$ cat src/hw/sgc_pkg.sv
package sgc_pkg;

  // register port geometry
  localparam int ADDR_W = 12;
  localparam int DATA_W = 16;
  localparam int NUM_SW_PORTS = 2;
  localparam int NUM_FWD_PORTS = 3;

  // byte offsets of the 16-bit registers
  localparam logic [11:0] OFS_GCTRL7 = 12'h00E;
  localparam logic [11:0] OFS_PSA_HIGH = 12'h010;
  localparam logic [11:0] OFS_PSA_MID = 12'h012;
  localparam logic [11:0] OFS_PSA_LOW = 12'h014;
  localparam logic [11:0] OFS_P1_LED_CTRL = 12'h06C;
  localparam logic [11:0] OFS_P2_LED_CTRL = 12'h084;

  // global control word fields
  localparam int GC_RSVD_HI_MSB = 15;
  localparam int GC_RSVD_HI_LSB = 10;
  localparam int GC_LED_MODE_MSB = 9;
  localparam int GC_LED_MODE_LSB = 8;
  localparam int GC_UNK_EN_BIT = 7;
  localparam int GC_DRIVE_MSB = 6;
  localparam int GC_DRIVE_LSB = 5;
  localparam int GC_RSVD_LO_MSB = 4;
  localparam int GC_RSVD_LO_LSB = 3;
  localparam int GC_UNK_MASK_MSB = 2;
  localparam int GC_UNK_MASK_LSB = 0;

  // global control reset values
  localparam logic [5:0] GC_RSVD_HI_RST = 6'h02;
  localparam logic [1:0] GC_LED_MODE_RST = 2'h0;
  localparam logic GC_UNK_EN_RST = 1'b0;
  localparam logic [1:0] GC_DRIVE_RST_HV = 2'h1;
  localparam logic [1:0] GC_DRIVE_RST_LV = 2'h2;
  localparam logic [1:0] GC_RSVD_LO_RST = 2'h0;
  localparam logic [2:0] GC_UNK_MASK_RST = 3'h7;

  // per-port led control register fields
  localparam int LC_SEL_MSB = 14;
  localparam int LC_SEL_LSB = 12;
  localparam int LC_MAN_MSB = 1;
  localparam int LC_MAN_LSB = 0;
  localparam logic [2:0] LC_SEL_AUTO = 3'h0;
  localparam logic [15:0] LC_RST = 16'h0000;

  // arbitrary neutral station address, not tied to any maker
  localparam logic [47:0] PSA_RST = 48'h0200_0000_0001;

  typedef enum logic [1:0] {
    SGC_LED_SPD_LNKACT,
    SGC_LED_ACT_LNK,
    SGC_LED_FDX_LNKACT,
    SGC_LED_FDX_LNK
  } sgc_led_mode_e;

  typedef struct packed {
    logic [5:0] rsvd_hi;
    sgc_led_mode_e led_mode;
    logic unk_en;
    logic [1:0] drive;
    logic [1:0] rsvd_lo;
    logic [2:0] unk_mask;
  } sgc_gctrl_s;

  typedef struct packed {
    logic link;
    logic activity;
    logic speed100;
    logic full_duplex;
  } sgc_port_stat_s;

  typedef struct packed {
    logic valid;
    logic [1:0] src_port;
  } sgc_miss_s;

endpackage

$ cat src/hw/sgc_led_mux.sv
`timescale 1ns/1ps

module sgc_led_mux (
  // clock and reset
  input wire logic sys_clk,
  input wire logic rst,
  // settings
  input wire sgc_pkg::sgc_led_mode_e mode,
  input wire logic [2:0] sel,
  input wire logic [1:0] manual,
  // port status
  input wire sgc_pkg::sgc_port_stat_s stat,
  // led drive
  output logic port_led_out_one,
  output logic port_led_out_zero
);

  logic one_nxt;
  logic zero_nxt;
  logic lnk_act;

  // lit on link, blinked off while traffic passes
  assign lnk_act = stat.link & ~stat.activity;

  always_comb begin
    one_nxt = 1'b0;
    zero_nxt = 1'b0;
    if (sel != sgc_pkg::LC_SEL_AUTO) begin
      one_nxt = manual[1];
      zero_nxt = manual[0];
    end else begin
      unique case (mode)
        sgc_pkg::SGC_LED_SPD_LNKACT: begin
          one_nxt = stat.speed100;
          zero_nxt = lnk_act;
        end
        sgc_pkg::SGC_LED_ACT_LNK: begin
          one_nxt = stat.activity;
          zero_nxt = stat.link;
        end
        sgc_pkg::SGC_LED_FDX_LNKACT: begin
          one_nxt = stat.full_duplex;
          zero_nxt = lnk_act;
        end
        sgc_pkg::SGC_LED_FDX_LNK: begin
          one_nxt = stat.full_duplex;
          zero_nxt = stat.link;
        end
      endcase
    end
  end

  always_ff @(posedge sys_clk) begin
    if (rst) begin
      port_led_out_one <= 1'b0;
      port_led_out_zero <= 1'b0;
    end else begin
      port_led_out_one <= one_nxt;
      port_led_out_zero <= zero_nxt;
    end
  end

endmodule

$ cat src/hw/sgc_top.sv
`timescale 1ns/1ps

module sgc_top (
  // clock and reset
  input wire logic sys_clk,
  input wire logic rst,
  input wire logic io_low_voltage,
  // register port
  input wire logic [11:0] reg_addr,
  input wire logic [15:0] reg_wdata,
  input wire logic reg_wr,
  input wire logic reg_rd,
  output logic [15:0] reg_rdata,
  // port status and leds
  input wire sgc_pkg::sgc_port_stat_s [1:0] port_stat,
  output logic [1:0] port_led_out_one,
  output logic [1:0] port_led_out_zero,
  // forwarding engine
  input wire sgc_pkg::sgc_miss_s lookup_miss,
  output logic fwd_valid,
  output logic [2:0] fwd_mask,
  // pause generator and pads
  output logic [47:0] pause_station_address,
  output logic [1:0] drive_strength
);

  sgc_pkg::sgc_gctrl_s gctrl_r;
  sgc_pkg::sgc_gctrl_s gctrl_nxt;
  logic [15:0] psa_hi_r;
  logic [15:0] psa_hi_nxt;
  logic [15:0] psa_mid_r;
  logic [15:0] psa_mid_nxt;
  logic [15:0] psa_lo_r;
  logic [15:0] psa_lo_nxt;
  logic [15:0] ledc_r [2];
  logic [15:0] ledc_nxt [2];
  logic [15:0] rdata_r;
  logic [15:0] rdata_nxt;
  logic fwd_valid_r;
  logic fwd_valid_nxt;
  logic [2:0] fwd_mask_r;
  logic [2:0] fwd_mask_nxt;
  logic [47:0] psa_out_r;
  logic [47:0] psa_out_nxt;
  logic [2:0] flood_mask;

  // register writes
  always_comb begin
    gctrl_nxt = gctrl_r;
    psa_hi_nxt = psa_hi_r;
    psa_mid_nxt = psa_mid_r;
    psa_lo_nxt = psa_lo_r;
    ledc_nxt[0] = ledc_r[0];
    ledc_nxt[1] = ledc_r[1];
    if (reg_wr) begin
      unique case (reg_addr)
        sgc_pkg::OFS_GCTRL7: begin
          // reserved fields are stored as written
          gctrl_nxt = sgc_pkg::sgc_gctrl_s'(reg_wdata);
        end
        sgc_pkg::OFS_PSA_HIGH: begin
          psa_hi_nxt = reg_wdata;
        end
        sgc_pkg::OFS_PSA_MID: begin
          psa_mid_nxt = reg_wdata;
        end
        sgc_pkg::OFS_PSA_LOW: begin
          psa_lo_nxt = reg_wdata;
        end
        sgc_pkg::OFS_P1_LED_CTRL: begin
          ledc_nxt[0] = reg_wdata;
        end
        sgc_pkg::OFS_P2_LED_CTRL: begin
          ledc_nxt[1] = reg_wdata;
        end
        default: begin
        end
      endcase
    end
  end

  always_ff @(posedge sys_clk) begin
    if (rst) begin
      gctrl_r.rsvd_hi <= sgc_pkg::GC_RSVD_HI_RST;
      gctrl_r.led_mode <= sgc_pkg::sgc_led_mode_e'(sgc_pkg::GC_LED_MODE_RST);
      gctrl_r.unk_en <= sgc_pkg::GC_UNK_EN_RST;
      // pad supply level chosen by strap, caught in the reset cycle
      gctrl_r.drive <= io_low_voltage ? sgc_pkg::GC_DRIVE_RST_LV
                                      : sgc_pkg::GC_DRIVE_RST_HV;
      gctrl_r.rsvd_lo <= sgc_pkg::GC_RSVD_LO_RST;
      gctrl_r.unk_mask <= sgc_pkg::GC_UNK_MASK_RST;
      psa_hi_r <= sgc_pkg::PSA_RST[47:32];
      psa_mid_r <= sgc_pkg::PSA_RST[31:16];
      psa_lo_r <= sgc_pkg::PSA_RST[15:0];
      ledc_r[0] <= sgc_pkg::LC_RST;
      ledc_r[1] <= sgc_pkg::LC_RST;
    end else begin
      gctrl_r <= gctrl_nxt;
      psa_hi_r <= psa_hi_nxt;
      psa_mid_r <= psa_mid_nxt;
      psa_lo_r <= psa_lo_nxt;
      ledc_r[0] <= ledc_nxt[0];
      ledc_r[1] <= ledc_nxt[1];
    end
  end

  // register reads, data only in the cycle after the strobe
  always_comb begin
    rdata_nxt = 16'h0000;
    if (reg_rd) begin
      unique case (reg_addr)
        sgc_pkg::OFS_GCTRL7: begin
          rdata_nxt = gctrl_r;
        end
        sgc_pkg::OFS_PSA_HIGH: begin
          rdata_nxt = psa_hi_r;
        end
        sgc_pkg::OFS_PSA_MID: begin
          rdata_nxt = psa_mid_r;
        end
        sgc_pkg::OFS_PSA_LOW: begin
          rdata_nxt = psa_lo_r;
        end
        sgc_pkg::OFS_P1_LED_CTRL: begin
          rdata_nxt = ledc_r[0];
        end
        sgc_pkg::OFS_P2_LED_CTRL: begin
          rdata_nxt = ledc_r[1];
        end
        default: begin
          rdata_nxt = 16'h0000;
        end
      endcase
    end
  end

  always_ff @(posedge sys_clk) begin
    if (rst) begin
      rdata_r <= 16'h0000;
    end else begin
      rdata_r <= rdata_nxt;
    end
  end

  assign reg_rdata = rdata_r;

  // forwarding decision for a destination missing from the table;
  // when disabled, the frame floods every port but its source
  always_comb begin
    flood_mask = 3'h7;
    if (lookup_miss.src_port < 2'h3) begin
      flood_mask[lookup_miss.src_port] = 1'b0;
    end
  end

  always_comb begin
    fwd_valid_nxt = lookup_miss.valid;
    fwd_mask_nxt = fwd_mask_r;
    if (lookup_miss.valid) begin
      if (gctrl_r.unk_en) begin
        fwd_mask_nxt = gctrl_r.unk_mask;
      end else begin
        fwd_mask_nxt = flood_mask;
      end
    end
  end

  always_ff @(posedge sys_clk) begin
    if (rst) begin
      fwd_valid_r <= 1'b0;
      fwd_mask_r <= 3'h0;
    end else begin
      fwd_valid_r <= fwd_valid_nxt;
      fwd_mask_r <= fwd_mask_nxt;
    end
  end

  assign fwd_valid = fwd_valid_r;
  assign fwd_mask = fwd_mask_r;

  // source address for outgoing pause frames, follows writes two cycles after the strobe
  always_comb begin
    psa_out_nxt = {psa_hi_r, psa_mid_r, psa_lo_r};
  end

  always_ff @(posedge sys_clk) begin
    if (rst) begin
      psa_out_r <= sgc_pkg::PSA_RST;
    end else begin
      psa_out_r <= psa_out_nxt;
    end
  end

  assign pause_station_address = psa_out_r;
  assign drive_strength = gctrl_r.drive;

  // per-port led drivers
  generate
    for (genvar p = 0; p < sgc_pkg::NUM_SW_PORTS; p++) begin : g_led
      sgc_led_mux i_sgc_led_mux (
        .sys_clk(sys_clk),
        .rst(rst),
        .mode(gctrl_r.led_mode),
        .sel(ledc_r[p][sgc_pkg::LC_SEL_MSB:sgc_pkg::LC_SEL_LSB]),
        .manual(ledc_r[p][sgc_pkg::LC_MAN_MSB:sgc_pkg::LC_MAN_LSB]),
        .stat(port_stat[p]),
        .port_led_out_one(port_led_out_one[p]),
        .port_led_out_zero(port_led_out_zero[p])
      );
    end
  endgenerate

endmodule

$ cat config.mk
export PLATFORM = sky130hd
export DESIGN_NAME = sgc_top
export DESIGN_NICKNAME = d
export VERILOG_FILES = /design/src/hw/sgc_pkg.sv /design/src/hw/sgc_led_mux.sv /design/src/hw/sgc_top.sv
export SDC_FILE = /design/constraint.sdc
export NUM_CORES = 1
export LEC_CHECK = 0
export ABC_AREA = 1
export CAP_MARGIN = 20
export CORE_MARGIN = 5
export CORE_UTILIZATION = 50
export CTS_CLUSTER_SIZE = 8
export DETAILED_ROUTE_END_ITERATION = 6
export DONT_BUFFER_PORTS = 1
export GPL_ROUTABILITY_DRIVEN = 0
export PLACE_DENSITY = 0.7
export SLEW_MARGIN = 20
export SYNTH_ARGS = -nofsm -noshare
export SYNTH_HDL_FRONTEND = slang
export SYNTH_SLANG_ARGS = --single-unit
$ cat constraint.sdc
create_clock -name sys_clk -period 2.05 [get_ports sys_clk]
set_clock_uncertainty 0.15 [all_clocks]
set_input_delay 0.5125 -clock sys_clk [delete_from_list [all_inputs] [get_ports sys_clk]]
set_output_delay 0.5125 -clock sys_clk [all_outputs]
set_load 0.005 [all_outputs]
Yosys cells after proc, flatten, opt, wreduce, memory -nomap -nowiden:

Memory sizes are Yosys's and may differ from the RTL's.
Index checks and enable logic that the tools add are counted.

* $lt $le $gt $ge: 3
* equal/unequal tests: 9
* mux-type cells: 25
* bitwise gates (word level): 8
* reduce and logical (&&, ||, !) cells: 15

Operators with widths (number)
* $pmux W16 S6: 1
* $mux W16: 4
* $eq A12 B5 Y1 const B: 3
* $mux W32: 1
* $mux W7: 3
* $eq A12 B4 Y1 const B: 1
* $eq A12 B7 Y1 const B: 1
* $eq A12 B8 Y1 const B: 1
* $reduce_and A2 Y1: 5
* $mux W1: 8
* $reduce_or A2 Y1: 4
* $mux W3: 2
* $pmux W1 S3: 2
* $reduce_bool A3 Y1: 2
* $eq A2 B2 Y1 const B: 2
* $pmux W1 S2: 2
* $reduce_bool A2 Y1: 2
* $lt A2 B3 Y1 const B: 1
* $not A1 Y1: 3
* $not A3 Y3: 1
* $and A1 B1 Y1: 2
* $demux W1 S2: 1
* $eq A2 B1 Y1 const B: 1
* $ge A2 B1 Y1 const B: 1
* other kinds (5): 6

* register bits: 136
* memory bits (writable): 32
* input port bits: 44
* output and inout port bits: 74
* memories kept: 1

Memory list
* ledc_r: words 2, width 16, read ports 2, clocked after Yosys merged registers in 0, wr ports 2, line sgc_top.sv:35 `logic [15:0] ledc_r [2];`

Depth between registers and ports, before layout:

* depth after elaboration: 7
* mapped depth: 10

By module:

A second synthesis with hierarchy kept.

* cells, all modules: 860
* area, all modules: 6616.3 µm²

Modules (own cells, without submodules)
* sgc_top: instances 1, cells each 810, area each 6353.6 µm², sequential area each 3303.2 µm²
* sgc_led_mux: instances 2, cells each 25, area each 131.4 µm², sequential area each 40.0 µm²

Worst setup path before layout:

No wires, ideal clock.

* path type: input-to-reg
* from: input port reg_addr[11]
* to: register gctrl_r, in the netlist drive_strength[0], enable pin
* library setup time: 0.297 ns
* arrival time: 1.346 ns
* required time: 1.603 ns
* path slack: 0.257 ns
* cell stages on the path: 6
* path through: nor2_1 > nand2_2 > nor2_2 > nand3_2 > buf_2 > nand2_1

* cells in the longest elaborated chain, start to end: 3

Ends and longest elaborated chain
* start, declared: line sgc_top.sv:9 `input wire logic [11:0] reg_addr,`
* $eq A12 B4 Y1: line sgc_top.sv:56 `unique case (reg_addr)`
* $reduce_bool A2 Y1 (no line)
* $reduce_and A2 Y1 (no line)
* end signal, assigned: line sgc_top.sv:98 `gctrl_r <= gctrl_nxt;`
* end, declared: line sgc_top.sv:27 `sgc_pkg::sgc_gctrl_s gctrl_r;`

No other way between the ends.
A chain may end at the register's enable or synchronous reset.

Final worst setup path:

* from: input port reg_addr[3]
* to: register rdata_r[3] (netlist: reg_rdata[3])

* cells in the longest elaborated chain, start to end: 2
* elaborated cells on any way between the ends: 7
* classes of those cells: 6 x eq/ne; 1 x mux

Ends and longest elaborated chain
* $eq A12 B8 Y1, or another cell as far along: line sgc_top.sv:111 `unique case (reg_addr)`
* $pmux W16 S6 (*): line sgc_top.sv:111
* end signal, assigned: line sgc_top.sv:141 `rdata_r <= rdata_nxt;`
* end, declared: line sgc_top.sv:37 `logic [15:0] rdata_r;`

Mark *: on every way between the ends. The rest lies on a longest branch, timed or not.

==> qor.log <==
INFO  outcome        outcome=complete, no violations
INFO  power_and_ir_drop total_switching_power=1.42mW
INFO  critical_path  maximum_fanout_along_the_worst_path=11
INFO  power_and_ir_drop p_sw_frac=0.203
INFO  grt            grt_pass1_wl=29,400um
INFO  timing         setup-violations-final=0
INFO  timing         hold_violations=0
INFO  drt            dr_total_vias=5,558
INFO  floorplanning  die_w=124um
INFO  critical_path  setup.worst_path.end_class=register
INFO  synth          post_syn_area_per_cell=7.67um^2
INFO  critical_path  timing.critical_path.arrival=1720ps
INFO  critical_path  worstPathBufferInverterCount=2
INFO  synth          mapped_area=6530um^2
INFO  floorplanning  num_rows=41
INFO  drt            wl=19,000um
INFO  clocking       numClockSinks=168
INFO  drt            number_of_nets_with_antenna_violations_after_detailed_routing=0
INFO  floorplanning  chip_height=124um
INFO  critical_path  worst_setup_path_start_kind=input pin
INFO  synth          share_of_synthesized_area_occupied_by_flip_flops_and_latches=0.518
INFO  final_layout   final_layout_size_suffix_gt1_frac=0.0908
INFO  clocking       cts_hold_buffers=4
INFO  clocking       tritoncts.num_buffers=17
INFO  drt            routedWlPerCell=18.5um
INFO  hold_path      timing.hold.worst.class=input pin to register
INFO  grt            grt_start_max_net_pins=102
INFO  critical_path  timing.critical_path.required=2210ps
INFO  synth          async_reset_ff_frac=0
INFO  floorplanning  core-area=12,700um^2
INFO  clocking       htreeDepth=4
INFO  timing         timing.hold.ws=10.4ps
INFO  power_and_ir_drop power.share.sequential=0.471
INFO  power_and_ir_drop cellLeakagePower=2.89nW
INFO  final_layout   areaGrowthSynthToFinish=14.3%
INFO  timing         max_freq=642MHz
INFO  critical_path  critical_path.slowest_cell=sky130_fd_sc_hd__nor2_4
INFO  power_and_ir_drop power-per-cell-area=937nW/um^2
INFO  clocking       clock_latency=430ps
INFO  final_layout   num_antenna_cells=0
INFO  drt            vias_per_cell=5.39
INFO  power_and_ir_drop p_int=5.57mW
INFO  final_layout   fill_cells=1,214
INFO  synth          synth.yosys.warnings=0
INFO  timing         timing.final.crit_share=0.760
INFO  grt            track_usage=0.244
INFO  critical_path  path_delay_family=simple AND/OR/NAND/NOR gates
INFO  floorplanning  initial_utilization=0.513
INFO  power_and_ir_drop vdd_ir_drop_max=0.000584V
INFO  placed_design  place.port_buffers=0
INFO  synth          nets_in_the_synthesized_netlist=895
INFO  critical_path  cp_slowest_stage_delay=330ps
INFO  synth          syn-instance-count=851
INFO  critical_path  worst_path_most_repeated_cell=sky130_fd_sc_hd__nand2_1
INFO  clocking       tritoncts=built
INFO  critical_path  cp_cell_sequence=nand2_1 -> inv_1 -> nand2_1 -> nor2_4 -> buf_4 -> nand3_1 -> nand2_1 -> nor2_1 -> a21oi_1
INFO  clocking       cts.repair.resized=0
INFO  timing         grt_setup_unrepaired=no
INFO  clocking       clockRootBuffer=sky130_fd_sc_hd__clkbuf_16
INFO  run            timing.max_cap.violations=0
INFO  timing         timing.setup.tns=0ps
INFO  placed_design  place.detailed.hpwl=12,900um
INFO  power_and_ir_drop power_frac_comb=0.025
INFO  timing         drv_slew=0
INFO  grt            first_global_vias=5,188
INFO  synth          number_of_synthesized_register_bits=168
INFO  synth          number_of_enable_flip_flop_cells_after_synthesis=2
INFO  drt            detail_route.first_pass.iterations=5
INFO  floorplanning  ios=118
INFO  timing         timing.final.crit_period=1560ps
INFO  synth          synth_cell_types=24
INFO  timing         worst_max_slew_margin_expressed_relative_to_the_limit=0.503
INFO  floorplanning  dieArea=15,400um^2
INFO  synth          synth_ff_type=sky130_fd_sc_hd__dfxtp_1
INFO  clocking       postCtsSetupRepairBufs=0
INFO  clocking       cts.clk_slew.worst_paths=60ps
INFO  grt            globalRoute.totalOverflow=0
INFO  timing         worst_slew_pin_slew=743ps
INFO  drt            detailedRoute.firstIterationViolations=642
INFO  clocking       clockBufferDepth=2
INFO  grt            grt_antenna_before_repair=0
INFO  drt            detail_route.drc_violations=0
INFO  final_layout   final_nets=890
INFO  power_and_ir_drop clock_power_share=0.504
INFO  critical_path  timing.setup.critical_path_class=input pin to register
## per-layer routing
layer / GRT usage / wire [um]
met5: 0 / 0
met2: 0.388 / 8870
met4: 0.0774 / 412
met3: 0.0772 / 1760
met1: 0.315 / 8000
## metrics by stage
step	cell area, um^2	total power [mW]	worst slack [ps]	cells	util
after floorplan	6530	3.51	257	851	-
after global placement	6750	3.52	118	994	0.531
after detailed placement	6750	3.52	106	994	0.531
after CTS	7450	7.02	497	1030	0.586
after global routing	7460	7.21	416	1031	0.586
final	7460	6.99	493	1031	0.586
## sequential cells by signal, summed over array words and instances, names as in the netlist
name                                   flops
psa_hi_r                                  16
ledc_r                                    32
psa_mid_r                                 16
psa_lo_r                                  16
gctrl_r                                   14
fwd_valid                                  1
drive_strength                             2
fwd_mask                                   3
g_led.i_sgc_led_mux.port_led_out_zero      2
reg_rdata                                 16
pause_station_address                     48
g_led.i_sgc_led_mux.port_led_out_one       2
## placed cells by master, fill, tap and decap left out, drive strengths merged
cell type and n:
a31oi 2, dlygate4sd3 5, bufinv 5, clkinvlp 3, nand2 88, inv 125
or2 2, clkinv 3, a211oi 2, a21oi 112, clkbuf 21, nor2 86
o21ai 99, edfxtp 2, nand4 5, dfxtp 166, o211ai 2, nand3 105
nor3 2, buf 24
## area by class of cell
type | instances | area (um^2) | area share
Sequential cell | 168 | 3380 | 0.454
Multi-Input combinational cell | 505 | 2420 | 0.324
Inverter | 125 | 469 | 0.0629
Clock buffer | 21 | 460 | 0.0617
Timing Repair Buffer | 29 | 318 | 0.0426
Tap cell | 172 | 215 | 0.0288
Clock inverter | 11 | 195 | 0.0262
## worst reg2reg max path, delay by kind of cell, from the launching register on
family / cells / cell delay [ps]
flip-flops: 1 / 340
AND/OR/NAND/NOR: 1 / 330
AO/OA/AOI/OAI: 1 / 250
buffers and inverters: 1 / 120
## synthesized netlist by cell type (3+ instances only)
library cell,count,area [um^2]
sky130_fd_sc_hd__dfxtp_1,166,3320
sky130_fd_sc_hd__inv_1,122,458
sky130_fd_sc_hd__a21oi_1,112,561
sky130_fd_sc_hd__nand3_1,100,500
sky130_fd_sc_hd__o21ai_0,87,435
sky130_fd_sc_hd__nand2_1,85,319
sky130_fd_sc_hd__nor2_1,76,285
sky130_fd_sc_hd__clkbuf_1,24,90.1
sky130_fd_sc_hd__buf_2,20,100
sky130_fd_sc_hd__o21ai_1,12,60.1
sky130_fd_sc_hd__buf_4,8,60.1
sky130_fd_sc_hd__nor2_4,6,67.6
sky130_fd_sc_hd__nand3_2,5,50.1
sky130_fd_sc_hd__nand4_1,5,31.3
sky130_fd_sc_hd__nor2_2,4,25.0
sky130_fd_sc_hd__inv_2,3,11.3
sky130_fd_sc_hd__nand2_2,3,18.8
## cell families after synthesis
family                 count (synthesis)  share of synthesized area
and+or+nand+nor                      288                      0.202
AOI/OAI and AO/OA                    217                      0.168
buffers and inverters                178                      0.111
DFF                                  168                      0.518
## power groups by stage
stage | sequential [mW] | clock, mW | combinational [mW]
finish | 3.29 | 3.52 | 0.174
global route | 3.29 | 3.72 | 0.196
CTS | 3.29 | 3.56 | 0.170
detailed placement | 3.37 | 0 | 0.154
global placement | 3.37 | 0 | 0.151
floorplan | 3.36 | 0 | 0.147
## final timing paths
path	end	from	cells after the start	slack, ps
max	reg_rdata[3]$_SDFF_PP0_	reg_addr[3]	9	490
min	pause_station_address[20]$_SDFF_PP0_	rst	1	10
max reg2reg	g_led[1].i_sgc_led_mux.port_led_out_zero$_SDFF_PP0_	ledc_r[0][28]$_SDFFE_PP0P_	3	780
min reg2reg	gctrl_r[10]$_SDFFE_PP0P_	gctrl_r[10]$_SDFFE_PP0P_	2	300
No activity file was read; power rests on OpenSTA's default activity.
